`config.mk`:
```
export PLATFORM = sky130hd
export DESIGN_NAME = arml_link
export DESIGN_NICKNAME = d
export VERILOG_FILES = /design/src/arml_pkg.sv /design/src/arml_crc_byte.sv /design/src/arml_link.sv
export SDC_FILE = /design/constraint.sdc
export NUM_CORES = 1
export LEC_CHECK = 0
export ABC_CLOCK_PERIOD_IN_PS = 12900
export CORE_UTILIZATION = 55
export CTS_CLUSTER_DIAMETER = 40
export DETAILED_ROUTE_END_ITERATION = 16
export DONT_BUFFER_PORTS = 1
export PLACE_DENSITY = 0.81
export RECOVER_POWER = 50
export SLEW_MARGIN = 20
export SYNTH_ARGS = -nofsm -noshare
export SYNTH_HDL_FRONTEND = slang
export SYNTH_SLANG_ARGS = --single-unit
```
`constraint.sdc`:
```
create_clock -name clk -period 12.9 [get_ports clk]
set_input_delay 1.29 -clock clk [delete_from_list [all_inputs] [get_ports clk]]
set_output_delay 1.29 -clock clk [all_outputs]
set_load 0.01 [all_outputs]
```
`src/arml_pkg.sv`:
```
// constants, carriers and states of the acknowledged message link
package arml_pkg;

   // characters of the frame
   localparam logic [7:0]  CH_SOM   = 8'h23;
   localparam logic [7:0]  CH_EOM   = 8'h0D;
   localparam logic [7:0]  CH_ACK   = 8'h40;
   localparam logic [7:0]  CH_WILD  = 8'h60;
   localparam logic [7:0]  CH_ZERO  = 8'h30;
   localparam logic [7:0]  CH_ONE   = 8'h31;
   localparam logic [7:0]  CH_SIX   = 8'h36;
   localparam logic [7:0]  CH_A     = 8'h41;
   localparam logic [7:0]  CH_LA    = 8'h61;
   localparam logic [31:0] DONE_REV = 32'h656E6F44;   // "Done", first char low

   // crc
   localparam logic [15:0] CRC_GENERATOR_POLYNOMIAL = 16'h1021;
   localparam logic [15:0] CRC_INIT                 = 16'h0000;

   // sizes
   localparam int RX_MAX      = 10;
   localparam int QUEUE_DEPTH = 8;
   localparam int SEQ_MOD     = 10;

   // timing
   localparam real     CLK_PERIOD_NS   = 4.0;
   localparam real     ACK_TIMEOUT_S   = 12.7;
   localparam longint  ACK_TIMEOUT_CYC = longint'(ACK_TIMEOUT_S * 1.0E9 / CLK_PERIOD_NS);

   // one byte of a stream
   typedef struct packed {
      logic       valid;
      logic [7:0] data;
   } arml_byte_t;

   typedef enum {TX_IDLE, TX_HEAD, TX_CRC, TX_EOM} arml_tx_state_t;

endpackage

```
`src/arml_crc_byte.sv`:
```
// one byte step of the message crc
`timescale 1ns/100ps
module arml_crc_byte
(
   input  wire  logic [15:0] crc_in,
   input  wire  logic [7:0]  data,
   output logic       [15:0] crc_out
);
   import arml_pkg::*;

   ////////////////////////////////////////////////////////////////////////////
   // shift the byte into the low end msb first, fold the bit pushed out of the top
   always_comb
   begin
      logic fb;
      fb      = 1'b0;
      crc_out = crc_in;
      for (int i = 7; i >= 0; i--)
      begin
         fb      = crc_out[15];
         crc_out = {crc_out[14:0], data[i]} ^ (fb ? CRC_GENERATOR_POLYNOMIAL : 16'h0000);
      end
   end

endmodule // arml_crc_byte

```
`src/arml_link.sv`:
```
// acknowledged, retransmitting message link of the host port
`timescale 1ns/100ps
module arml_link
#(
   parameter int          DEPTH       = arml_pkg::QUEUE_DEPTH,
   parameter logic [31:0] ACK_TIMEOUT = 32'(arml_pkg::ACK_TIMEOUT_CYC)
)
(
   input  wire  logic                 clk,
   input  wire  logic                 resetn,
   input  wire  arml_pkg::arml_byte_t rx,
   output arml_pkg::arml_byte_t       tx,
   input  wire  logic                 tx_ready,
   input  wire  arml_pkg::arml_byte_t msg,
   output logic                       msg_ready,
   output logic                       cmd_mode,
   output logic                       ack_retransmit_protocol,
   output logic                       ack_wait
);
   import arml_pkg::*;

   localparam int CW = $clog2(DEPTH + 1);
   localparam int PW = $clog2(DEPTH);

   if (DEPTH < 2 || (DEPTH & (DEPTH - 1)) != 0 || ACK_TIMEOUT < 1)
   begin : g_chk
      $error("arml_link: DEPTH must be a power of two >= 2, ACK_TIMEOUT >= 1");
   end

   // hex character to nibble, bit 4 marks a valid digit
   function automatic logic [4:0] hex2n(input logic [7:0] c);
      if (c >= CH_ZERO && c <= 8'h39) return {1'b1, 4'(c - CH_ZERO)};
      if (c >= CH_A && c <= 8'h46)    return {1'b1, 4'(c - CH_A + 8'h0A)};
      if (c >= CH_LA && c <= 8'h66)   return {1'b1, 4'(c - CH_LA + 8'h0A)};
      return 5'h00;
   endfunction

   function automatic logic [7:0] n2hex(input logic [3:0] n);
      return (n < 4'hA) ? CH_ZERO + {4'h0, n} : CH_A + {4'h0, n} - 8'h0A;
   endfunction

   ////////////////////////////////////////////////////////////////////////////
   // receive parser state
   logic                      rx_act_q,  rx_act_d;
   logic [RX_MAX-1:0][7:0]    rx_buf_q,  rx_buf_d;
   logic [3:0]                rx_len_q,  rx_len_d;
   logic [3:0][7:0]           dl_q,      dl_d;
   logic [2:0]                dl_cnt_q,  dl_cnt_d;
   logic [15:0]               rx_crc_q,  rx_crc_d;
   logic [15:0]               rx_crc_nx;

   // crc lags four bytes so the crc field itself is never folded in
   arml_crc_byte u_rx_crc (.crc_in(rx_crc_q), .data(dl_q[3]), .crc_out(rx_crc_nx));

   always_comb
   begin
      rx_act_d = rx_act_q;
      rx_buf_d = rx_buf_q;
      rx_len_d = rx_len_q;
      dl_d     = dl_q;
      dl_cnt_d = dl_cnt_q;
      rx_crc_d = rx_crc_q;
      if (rx.valid && rx.data == CH_SOM)
      begin
         rx_act_d = 1'b1;
         rx_len_d = 4'h0;
         rx_crc_d = CRC_INIT;
         dl_d[0]  = CH_SOM;
         dl_cnt_d = 3'h1;
      end
      else if (rx.valid && rx_act_q && rx.data == CH_EOM)
         rx_act_d = 1'b0;
      else if (rx.valid && rx_act_q)
      begin
         if (rx_len_q == 4'(RX_MAX))
            rx_act_d = 1'b0;                                      // too long, dropped
         else
         begin
            rx_buf_d[rx_len_q] = rx.data;
            rx_len_d           = rx_len_q + 4'h1;
         end
         if (dl_cnt_q == 3'h4)
            rx_crc_d = rx_crc_nx;
         else
            dl_cnt_d = dl_cnt_q + 3'h1;
         dl_d = {dl_q[2:0], rx.data};
      end
   end

   always_ff @(posedge clk or negedge resetn)
   begin
      if (!resetn)
      begin
         rx_act_q <= 1'b0;
         rx_buf_q <= '0;
         rx_len_q <= 4'h0;
         dl_q     <= '0;
         dl_cnt_q <= 3'h0;
         rx_crc_q <= CRC_INIT;
      end
      else
      begin
         rx_act_q <= rx_act_d;
         rx_buf_q <= rx_buf_d;
         rx_len_q <= rx_len_d;
         dl_q     <= dl_d;
         dl_cnt_q <= dl_cnt_d;
         rx_crc_q <= rx_crc_d;
      end
   end

   ////////////////////////////////////////////////////////////////////////////
   // frame decode at end of message
   logic       rx_eom, wild, crc_ok, frame_ok, ack_hit;
   logic [3:0] blen;
   logic [7:0] b0, b1, b2;
   logic [4:0] h3, h2, h1, h0;
   logic       is_ack, c00, c01, c610, c611;
   logic [3:0] seq_q, seq_d;
   logic       wait_q, wait_d;

   assign rx_eom   = rx.valid && rx_act_q && rx.data == CH_EOM;
   assign wild     = dl_q == {4{CH_WILD}};
   assign h3       = hex2n(dl_q[3]);
   assign h2       = hex2n(dl_q[2]);
   assign h1       = hex2n(dl_q[1]);
   assign h0       = hex2n(dl_q[0]);
   assign crc_ok   = wild || (h3[4] && h2[4] && h1[4] && h0[4]
                     && {h3[3:0], h2[3:0], h1[3:0], h0[3:0]} == rx_crc_q);
   assign frame_ok = rx_eom && (ack_retransmit_protocol ? (rx_len_q >= 4'h6 && crc_ok)
                                                        : rx_len_q >= 4'h1);
   assign blen     = ack_retransmit_protocol ? rx_len_q - 4'h5 : rx_len_q;
   assign b0       = ack_retransmit_protocol ? rx_buf_q[1] : rx_buf_q[0];
   assign b1       = ack_retransmit_protocol ? rx_buf_q[2] : rx_buf_q[1];
   assign b2       = ack_retransmit_protocol ? rx_buf_q[3] : rx_buf_q[2];
   assign is_ack   = frame_ok && ack_retransmit_protocol && blen == 4'h1 && b0 == CH_ACK;
   assign ack_hit  = is_ack && wait_q && rx_buf_q[0] == CH_ZERO + {4'h0, seq_q};
   assign c01      = frame_ok && blen == 4'h2 && b0 == CH_ZERO && b1 == CH_ONE;
   assign c00      = frame_ok && cmd_mode && blen == 4'h2 && b0 == CH_ZERO && b1 == CH_ZERO;
   assign c610     = frame_ok && cmd_mode && blen == 4'h3 && b0 == CH_SIX && b1 == CH_ONE
                     && b2 == CH_ZERO;
   assign c611     = frame_ok && cmd_mode && blen == 4'h3 && b0 == CH_SIX && b1 == CH_ONE
                     && b2 == CH_ONE;

   ////////////////////////////////////////////////////////////////////////////
   // queue, protocol control and transmitter state
   logic [7:0]          q_mem_q [DEPTH];
   logic [7:0]          q_mem_d [DEPTH];
   logic [PW-1:0]       wr_q, wr_d, rd_q, rd_d;
   logic [CW-1:0]       cnt_q, cnt_d;
   logic [31:0]         tmr_q, tmr_d;
   logic                resp_q, resp_d, cmd_q, cmd_d, proto_q, proto_d;
   logic [7:0]          rseq_q, rseq_d;
   arml_tx_state_t      st_q, st_d;
   logic [5:0][7:0]     tb_q, tb_d;
   logic [2:0]          idx_q, idx_d, tlen_q, tlen_d;
   logic [15:0]         tcrc_q, tcrc_d, tcrc_nx;
   arml_byte_t          tx_q, tx_d;
   logic                mrdy_q, mrdy_d, push, pop, start_msg, start_resp, hs;
   logic [7:0]          seqc;

   arml_crc_byte u_tx_crc (.crc_in(tcrc_q), .data(tx_q.data), .crc_out(tcrc_nx));

   assign hs         = tx_q.valid && tx_ready;
   assign push       = msg.valid && mrdy_q;
   assign seqc       = CH_ZERO + {4'h0, seq_q};
   assign start_resp = st_q == TX_IDLE && resp_q && !rx_eom;
   assign start_msg  = st_q == TX_IDLE && !resp_q && !rx_eom && !cmd_q && cnt_q != '0
                       && (!wait_q || tmr_q == ACK_TIMEOUT);
   assign pop        = ack_hit || (start_msg && !proto_q);

   always_comb
   begin
      q_mem_d = q_mem_q;
      wr_d    = wr_q;
      rd_d    = rd_q;
      cnt_d   = cnt_q;
      seq_d   = seq_q;
      wait_d  = wait_q;
      tmr_d   = tmr_q;
      resp_d  = resp_q;
      rseq_d  = rseq_q;
      cmd_d   = cmd_q;
      proto_d = proto_q;
      st_d    = st_q;
      tb_d    = tb_q;
      idx_d   = idx_q;
      tlen_d  = tlen_q;
      tcrc_d  = tcrc_q;
      // hold new messages while one is unanswered
      if (push)
      begin
         q_mem_d[wr_q] = msg.data;
         wr_d          = wr_q + PW'(1);
      end
      if (pop)
         rd_d = rd_q + PW'(1);
      cnt_d = cnt_q + CW'(push) - CW'(pop);
      // acknowledgement and timer
      if (ack_hit)
      begin
         wait_d = 1'b0;
         seq_d  = (seq_q == 4'(SEQ_MOD - 1)) ? 4'h0 : seq_q + 4'h1;
      end
      else if (start_msg && proto_q)
      begin
         wait_d = 1'b1;
         tmr_d  = 32'h0;
      end
      else if (wait_q && tmr_q != ACK_TIMEOUT)
         tmr_d = tmr_q + 32'h1;
      // commands answered with Done
      if (c01 || c00 || c610 || c611)
      begin
         resp_d = 1'b1;
         rseq_d = rx_buf_q[0];
      end
      else if (start_resp)
         resp_d = 1'b0;
      if (c01)
         cmd_d = 1'b1;
      if (c00)
         cmd_d = 1'b0;
      if (c610)
      begin
         proto_d = 1'b0;
         wait_d  = 1'b0;
      end
      if (c611)
         proto_d = 1'b1;
      // frame sequencer
      tcrc_d = (st_q == TX_HEAD && hs) ? tcrc_nx : tcrc_q;
      case (st_q)
         TX_IDLE:
            if (start_resp || start_msg)
            begin
               st_d   = TX_HEAD;
               idx_d  = 3'h0;
               tcrc_d = CRC_INIT;
               if (start_resp && proto_q)
                  {tb_d, tlen_d} = {DONE_REV, rseq_q, CH_SOM, 3'h6};
               else if (start_resp)
                  {tb_d, tlen_d} = {8'h00, DONE_REV, CH_SOM, 3'h5};
               else if (proto_q)
                  {tb_d, tlen_d} = {24'h0, q_mem_q[rd_q], seqc, CH_SOM, 3'h3};
               else
                  {tb_d, tlen_d} = {32'h0, q_mem_q[rd_q], CH_SOM, 3'h2};
            end
         TX_HEAD:
            if (hs)
            begin
               idx_d = idx_q + 3'h1;
               if (idx_q == tlen_q - 3'h1)
               begin
                  st_d  = proto_q ? TX_CRC : TX_EOM;
                  idx_d = 3'h0;
               end
            end
         TX_CRC:
            if (hs)
            begin
               idx_d = idx_q + 3'h1;
               if (idx_q == 3'h3)
                  st_d = TX_EOM;
            end
         TX_EOM:
            if (hs)
               st_d = TX_IDLE;
         default:
            st_d = TX_IDLE;
      endcase
      mrdy_d = cnt_d != CW'(DEPTH);
      tx_d.valid = st_d != TX_IDLE;
      case (st_d)
         TX_HEAD: tx_d.data = tb_d[idx_d];
         TX_CRC:  tx_d.data = n2hex(tcrc_d[4'(15 - 4 * idx_d) -: 4]);
         TX_EOM:  tx_d.data = CH_EOM;
         default: tx_d.data = 8'h00;
      endcase
   end

   always_ff @(posedge clk or negedge resetn)
   begin
      if (!resetn)
      begin
         q_mem_q <= '{default: 8'h00};
         {wr_q, rd_q, cnt_q, seq_q, wait_q, tmr_q} <= '0;
         {resp_q, rseq_q, cmd_q} <= '0;
         proto_q <= 1'b1;                                      // retransmitting after reset
         st_q    <= TX_IDLE;
         {tb_q, idx_q, tlen_q} <= '0;
         tcrc_q  <= CRC_INIT;
         tx_q    <= '0;
         mrdy_q  <= 1'b0;
      end
      else
      begin
         q_mem_q <= q_mem_d;
         wr_q    <= wr_d;
         rd_q    <= rd_d;
         cnt_q   <= cnt_d;
         seq_q   <= seq_d;
         wait_q  <= wait_d;
         tmr_q   <= tmr_d;
         resp_q  <= resp_d;
         rseq_q  <= rseq_d;
         cmd_q   <= cmd_d;
         proto_q <= proto_d;
         st_q    <= st_d;
         tb_q    <= tb_d;
         idx_q   <= idx_d;
         tlen_q  <= tlen_d;
         tcrc_q  <= tcrc_d;
         tx_q    <= tx_d;
         mrdy_q  <= mrdy_d;
      end
   end

   assign tx                      = tx_q;
   assign msg_ready               = mrdy_q;
   assign cmd_mode                = cmd_q;
   assign ack_retransmit_protocol = proto_q;
   assign ack_wait                = wait_q;
endmodule // arml_link

```
# [Word level (Yosys, flattened, before mapping)]
# Index checks and enable logic that the tools add are counted.
[op_classes] add_sub_neg=36 mul=0 div_mod_pow=0 n_lt_le_gt_ge=33 n_eq_ne=33 n_shift=1 n_mux=137 bitwise_logic=22 n_reduce_logical=88
[op_table] cell="$mux W32" n=8
[op_table] cell="$mux W13" n=16
[op_table] cell="$eq A32 B2 Y1 const B" n=5
[op_table] cell="$pmux W32 S4" n=1
[op_table] cell="$xor A16 B13 Y16" n=8
[op_table] cell="$xor A16 B16 Y16" n=8
[op_table] cell="$mux W5" n=24
[op_table] cell="$mux W16" n=7
[op_table] cell="$mux W48" n=2
[op_table] cell="$mux W8" n=12
[op_table] cell="$bwmux W80" n=1
[op_table] cell="$bwmux W64" n=1
[op_table] cell="$eq A32 B1 Y1 const B" n=2
[op_table] cell="$ge A8 B7 Y1 const B" n=8
[op_table] cell="$le A8 B7 Y1 const B" n=8
[op_table] cell="$logic_not A32 Y1" n=2
[op_table] cell="$eq A8 B6 Y1 const B" n=7
[op_table] cell="$logic_and A1 B1 Y1" n=54
[op_table] cell="$bmux W8 S3" n=2
[op_table] cell="$sub A4 B1 Y4 const B" n=12
[op_table] cell="$mux W47" n=1
[op_table] cell="$mux W1" n=40
[op_table] cell="$mux W39" n=1
[op_table] cell="$add A32 B1 Y32 const B" n=1
[op_table] cell="other kinds (55)" n=119
[word_totals] regBits=370 latchBits=0 ramBits=0 rom_bits=0 input_bits=21 word_cells=399 n_memories=0

# [Longest topological paths before layout]
[logic_depth] ltp_word=25 ltp_mapped=18

# [Hierarchy]
# A second synthesis with hierarchy kept.
[unflattened] hier_cells=1437 hier_area_um2=16164.3
[modules_own_cells] module="arml_link" instances=1 cells_each=1389 area_each_um2=15728.8
[modules_own_cells] module="arml_crc_byte" instances=2 cells_each=24 area_each_um2=217.7

# [Worst setup path before layout]
# No wires, ideal clock.
[synth_path] kind="input -> register" from="input port rx[4] (netlist name)" to="register mrdy_q (netlist: msg_ready)" arrival_time_ns=4.362 slack_ns=8.392 cell_stages=13 path_buffers=0 cell_sequence="nor4b_1 nand4_1 nor2_1 nand3_1 a21oi_2 o21bai_2 ha_1 inv_1 ha_1 inv_1 fa_1 inv_1 or4b_2"
[synth_between] elab_chain_cells=11
[synth_rtl] element="from (decl)" line="arml_link.sv:11" rtl="input wire arml_pkg::arml_byte_t rx,"
[synth_rtl] element="$eq A8 B4 Y1 *" line="arml_link.sv:122" rtl="assign rx_eom = rx.valid && rx_act_q && rx.data == CH_EOM;"
[synth_rtl] element="$logic_and A1 B1 Y1 *" line="arml_link.sv:122"
[synth_rtl] element="$logic_and A1 B1 Y1 or $logic_not A1 Y1 (tied branches)" line="arml_link.sv:130, arml_link.sv:168"
[synth_rtl] element="$logic_and A1 B1 Y1 (on tied branches) (3 in a row)" line="arml_link.sv:136, arml_link.sv:168"
[synth_rtl] element="$logic_and A1 B1 Y1 (on tied branches)" line="arml_link.sv:137, arml_link.sv:169"
[synth_rtl] element="$logic_and A1 B1 Y1 (on tied branches)" line="arml_link.sv:137, arml_link.sv:170"
[synth_rtl] element="$logic_or A1 B1 Y1 *" line="arml_link.sv:170" rtl="assign pop = ack_hit || (start_msg && !proto_q);"
[synth_rtl] element="$sub A4 B1 Y4 *" line="arml_link.sv:198" rtl="cnt_d = cnt_q + CW'(push) - CW'(pop);"
[synth_rtl] element="via cnt_d[1]" line="arml_link.sv:150" rtl="logic [CW-1:0] cnt_q, cnt_d;"
[synth_rtl] element="$ne A4 B4 Y1 *" line="arml_link.sv:272" rtl="mrdy_d = cnt_d != CW'(DEPTH);"
[synth_rtl] element="via mrdy_d" line="arml_link.sv:159" rtl="logic mrdy_q, mrdy_d, push, pop, start_msg, start_resp, hs;"
[synth_rtl] element="to (signal assigned)" line="arml_link.sv:315" rtl="mrdy_q <= mrdy_d;"
[synth_rtl] element="to (decl)" line="arml_link.sv:159"
# Mark *: on every way through the listed nets, which the timed path passes. The rest lies on a longest branch.
# A chain may end at the register's enable or synchronous reset.

# [Final worst setup path]
[layout_path] from="register dl_q[27] (netlist name)" to="register mrdy_q (netlist: msg_ready)"
[layout_between] elab_chain_cells=24
[layout_rtl] element="from (decl)" line="arml_link.sv:47" rtl="logic [3:0][7:0] dl_q, dl_d;"
[layout_rtl] element="from (signal assigned)" line="arml_link.sv:106" rtl="dl_q <= dl_d;"
[layout_rtl] element="parallel branches: the longest is 12 deep, another holds $sub A4 B1 Y4"
[layout_rtl] element="$logic_or A1 B1 Y1 *" line="arml_link.sv:128" rtl="assign crc_ok = wild || (h3[4] && h2[4] && h1[4] && h0[4]"
[layout_rtl] element="$logic_and A1 B1 Y1 *" line="arml_link.sv:130" rtl="assign frame_ok = rx_eom && (ack_retransmit_protocol ? (rx_len_q >= 4'h6 && crc_ok)"
[layout_rtl] element="$mux W1 *" line="arml_link.sv:130"
[layout_rtl] element="$logic_and A1 B1 Y1 *" line="arml_link.sv:130"
[layout_rtl] element="$logic_and A1 B1 Y1 * (3 in a row)" line="arml_link.sv:136" rtl="assign is_ack = frame_ok && ack_retransmit_protocol && blen == 4'h1 && b0 == CH_ACK;"
[layout_rtl] element="$logic_and A1 B1 Y1 * (2 in a row)" line="arml_link.sv:137" rtl="assign ack_hit = is_ack && wait_q && rx_buf_q[0] == CH_ZERO + {4'h0, seq_q};"
[layout_rtl] element="$logic_or A1 B1 Y1 *" line="arml_link.sv:170"
[layout_rtl] element="$sub A4 B1 Y4 *" line="arml_link.sv:198"
[layout_rtl] element="via cnt_d[1]" line="arml_link.sv:150"
[layout_rtl] element="$ne A4 B4 Y1 *" line="arml_link.sv:272"
[layout_rtl] element="via mrdy_d" line="arml_link.sv:159"
# Mark *: on every way through the listed nets, which the timed path passes. The select of a mux whose other input is x is not followed.

==> flow_summary.json <==
{
  "outcome": "completed",
  "hold_path_class": "primary input to asynchronous set/reset pin",
  "ctsHoldBuffers": 0,
  "root_buffer": "sky130_fd_sc_hd__clkbuf_16",
  "floorplan.die_area_um2": 29890,
  "tritoncts.num_buffers": 39,
  "detailed_place.area_um2": 16470,
  "ant_nets": 0,
  "synth_cells": 1469,
  "cts.repair.resized": 0,
  "postSynth.asyncResetShare_pct": 100.0,
  "cts.clk_slew.worst_paths_ns": 0.06,
  "clk_path_buf_depth": 3,
  "slew_viol_final": 0,
  "hpwlAfterDp_mm": 23.38,
  "flow.area_growth_from_synthesis_pct": 10.79,
  "first_pass_grt_wire_length_mm": 59.11,
  "die-height_um": 172.9,
  "cts_htree_levels": 2,
  "worstPathMaxFanout": 6,
  "netlist_area_um2": 16060,
  "grt_setup_unrepaired": "no",
  "post_cts_buffers": 0,
  "synth_area_per_cell_um2": 10.93,
  "postSynthRegisterBits": 322,
  "post-route-cell-area_um2": 17790,
  "leak_nw": 8.090,
  "critPathRequiredTime_ns": 13.27,
  "setup-violations-final": 0,
  "cap_violations": 0,
  "tritoncts": "done",
  "cp-end-kind": "flip-flop",
  "clk-insertion-delay-late_ns": 0.52,
  "synthFlopType": "sky130_fd_sc_hd__dfrtp_1",
  "cts.sinks": 322,
  "grtUsageTotal_pct": 24.22,
  "post_route_cells_drive_above_1_share_pct": 16.91,
  "final.min_clock_period_ns": 5.189,
  "placer_s_final_routability_congestion_estimate": 0.9125,
  "layout.cells.most_common_list": "320 x sky130_fd_sc_hd__dfrtp_1, 144 x sky130_fd_sc_hd__nand2_1, 134 x sky130_fd_sc_hd__mux2_2, 120 x sky130_fd_sc_hd__nor2_1, 71 x sky130_fd_sc_hd__a21oi_1",
  "sequential_share_of_the_synthesized_area_pct": 50.18,
  "final_min_period_over_clock_period_pct": 40.23,
  "final_layout_setup_total_negative_slack_ns": 0,
  "antenna-diode-count": 0,
  "routed_wl_mm": 35.37,
  "dp.cells": 1829,
  "core-area_um2": 28700,
  "worst_pin_slew_ns": 1.069,
  "finalHoldWorstSlack_ns": 0.4715,
  "powerDensity_nw_per_um2": 163.1,
  "critical_path_arrival_ns": 5.56,
  "initial_utilization_pct": 55.95,
  "grt.overflow.total": 0,
  "worstSetupStartpointType": "flip-flop",
  "timing.final.hold_violations": 0,
  "max_clock_freq_mhz": 192.7,
  "skew_ns": 0.01633,
  "max-slew-margin-rel_pct": 28.09,
  "number_of_global_route_vias_before_repair": 11480,
  "yosysWarnings": 0,
  "synth_cell_types": 86,
  "drt_first_iter_violations": 1162,
  "design_power_total_mw": 2.903,
  "firstDrtPassIters": 5,
  "final_cell_count_no_fill": 1898,
  "fp-row-count": 62,
  "avgViaCountPerCell": 5.980,
  "drcViolationCount": 0,
  "layout.cells.most_common": "sky130_fd_sc_hd__dfrtp_1",
  "ir_worst_vdd_v": 0.0001386,
  "worstSetupPathType": "flip-flop to flip-flop",
  "post_drt_wl_per_cell_um": 18.64,
  "grt_max_degree": 323,
  "floorplan.die.width_um": 172.9,
  "vias": 11350,
  "synth_edf_count": 0,
  "ios": 34,
  "numPortBuffers": 0,
  "antenna_found_initial": 0,
  "layout.nets": 1546
}
-- kinds of logic after synthesis --
logic type,synth area share [%]
adder cells (fa/ha/maj),3.085
XOR/XNOR,4.947
buffers and inverters,2.735
multiplexers,14.21
AO/OA/AOI/OAI,9.341
AND/OR/NAND/NOR,15.48
other,0.02335
flip-flops,50.18
-- worst max-delay path, stage by stage, from the launching register on --
cell and delay (ns):
sky130_fd_sc_hd__dfrtp_1 0.45, sky130_fd_sc_hd__or4b_1 0.56, sky130_fd_sc_hd__a311oi_1 0.47, sky130_fd_sc_hd__a22oi_1 0.20, sky130_fd_sc_hd__xnor2_1 0.16, sky130_fd_sc_hd__nor4_1 0.59
sky130_fd_sc_hd__nand4b_1 0.27, sky130_fd_sc_hd__a21oi_2 0.37, sky130_fd_sc_hd__o21bai_2 0.23, sky130_fd_sc_hd__ha_1 0.27, sky130_fd_sc_hd__inv_1 0.06, sky130_fd_sc_hd__ha_1 0.15
sky130_fd_sc_hd__inv_1 0.05, sky130_fd_sc_hd__fa_1 0.49, sky130_fd_sc_hd__inv_1 0.06, sky130_fd_sc_hd__or4b_2 0.68
-- power by group --
part           total (mW)  internal, mW  switching [mW]
Combinational       0.498         0.270           0.229
Sequential           1.31          1.17           0.136
Clock                1.10         0.664           0.434
Total                2.90          2.10           0.798
-- metrics by stage --
stage,util [%],worst slack (ns)
after global routing,61.99,7.577
after CTS,61.92,7.836
after floorplan,-,8.392
after detailed placement,57.37,7.829
final,61.99,7.711
after global placement,57.37,7.919
-- cell usage after synthesis, types with 4 or more instances --
master / n / area [µm²]
sky130_fd_sc_hd__nor3b_1: 6 / 45.04
sky130_fd_sc_hd__clkbuf_1: 38 / 142.6
sky130_fd_sc_hd__inv_1: 45 / 168.9
sky130_fd_sc_hd__nand2b_1: 5 / 31.28
sky130_fd_sc_hd__nor4_1: 19 / 118.9
sky130_fd_sc_hd__a221oi_1: 6 / 52.55
sky130_fd_sc_hd__nor4b_1: 7 / 61.31
sky130_fd_sc_hd__nand3_1: 37 / 185.2
sky130_fd_sc_hd__and4_1: 4 / 35.03
sky130_fd_sc_hd__dfrtp_1: 321 / 8033
sky130_fd_sc_hd__a22oi_1: 7 / 52.55
sky130_fd_sc_hd__a31oi_1: 10 / 62.56
sky130_fd_sc_hd__mux2_2: 134 / 1509
sky130_fd_sc_hd__a21oi_1: 71 / 355.3
sky130_fd_sc_hd__o31ai_1: 5 / 37.54
sky130_fd_sc_hd__nor2_1: 120 / 450.4
sky130_fd_sc_hd__buf_2: 12 / 60.06
sky130_fd_sc_hd__or4_1: 7 / 52.55
sky130_fd_sc_hd__o21a_1: 9 / 67.56
sky130_fd_sc_hd__a21o_1: 4 / 30.03
sky130_fd_sc_hd__and2_1: 18 / 112.6
sky130_fd_sc_hd__or3_1: 21 / 131.4
sky130_fd_sc_hd__nand4b_1: 6 / 52.55
sky130_fd_sc_hd__nand2_1: 145 / 544.3
sky130_fd_sc_hd__nor2b_1: 6 / 37.54
sky130_fd_sc_hd__buf_1: 7 / 26.28
sky130_fd_sc_hd__mux2i_1: 39 / 390.4
sky130_fd_sc_hd__ha_1: 38 / 475.5
sky130_fd_sc_hd__o22ai_1: 10 / 62.56
sky130_fd_sc_hd__a211oi_1: 12 / 90.09
sky130_fd_sc_hd__and3_1: 13 / 81.33
sky130_fd_sc_hd__xnor2_1: 50 / 437.9
sky130_fd_sc_hd__nor4bb_1: 5 / 50.05
sky130_fd_sc_hd__nand4_1: 20 / 125.1
sky130_fd_sc_hd__o21ai_0: 50 / 250.2
sky130_fd_sc_hd__mux4_2: 16 / 360.4
sky130_fd_sc_hd__xor2_1: 38 / 332.8
sky130_fd_sc_hd__nor3_1: 26 / 130.1
-- worst paths after layout --
path | slack, ns | depth (start not counted) | to | start
max | 7.71 | 15 | msg_ready | dl_q[27]
max in group asynchronous | 11.66 | 0 | rd_q[0] | resetn
max reg2reg | 7.71 | 15 | msg_ready | dl_q[27]
min reg2reg | 0.47 | 1 | tmr_q[9] | tmr_q[9]
min in group clk | 0.47 | 1 | tmr_q[9] | tmr_q[9]
min | 0.47 | 0 | dl_q[18] | resetn
-- cell type report --
class,count,area (µm²)
repair buffers,8,60.06
flip-flops and latches,322,8060
inverters,47,176.4
fillers,2200,10910
clock buffers,50,1080
well taps,384,480.5
clock inverters,19,226.5
multi-input cells,1068,7710
-- layer usage --
metal / track usage [%] / up-vias / part of all wire [%]
met4: 8.075 / 0 / 2.4
li1: - / 5243 / -
met1: 32.58 / 5732 / 44
met5: 0 / - / 0
met2: 40.02 / 304 / 49
met3: 4.134 / 71 / 5.2
-- sequential cells by signal, summed over array words and instances (netlist names), 3 cells and up --
signal,count
cnt_q,4
dl_cnt_q,3
dl_q,32
idx_q,3
q_mem_q,64
rd_q,3
rseq_q,8
rx_buf_q,32
rx_crc_q,16
rx_len_q,4
seq_q,4
st_q,32
tb_q,48
tcrc_q,16
tlen_q,3
tmr_q,32
tx,9
wr_q,3
No activity file was read; power rests on OpenSTA's default activity.
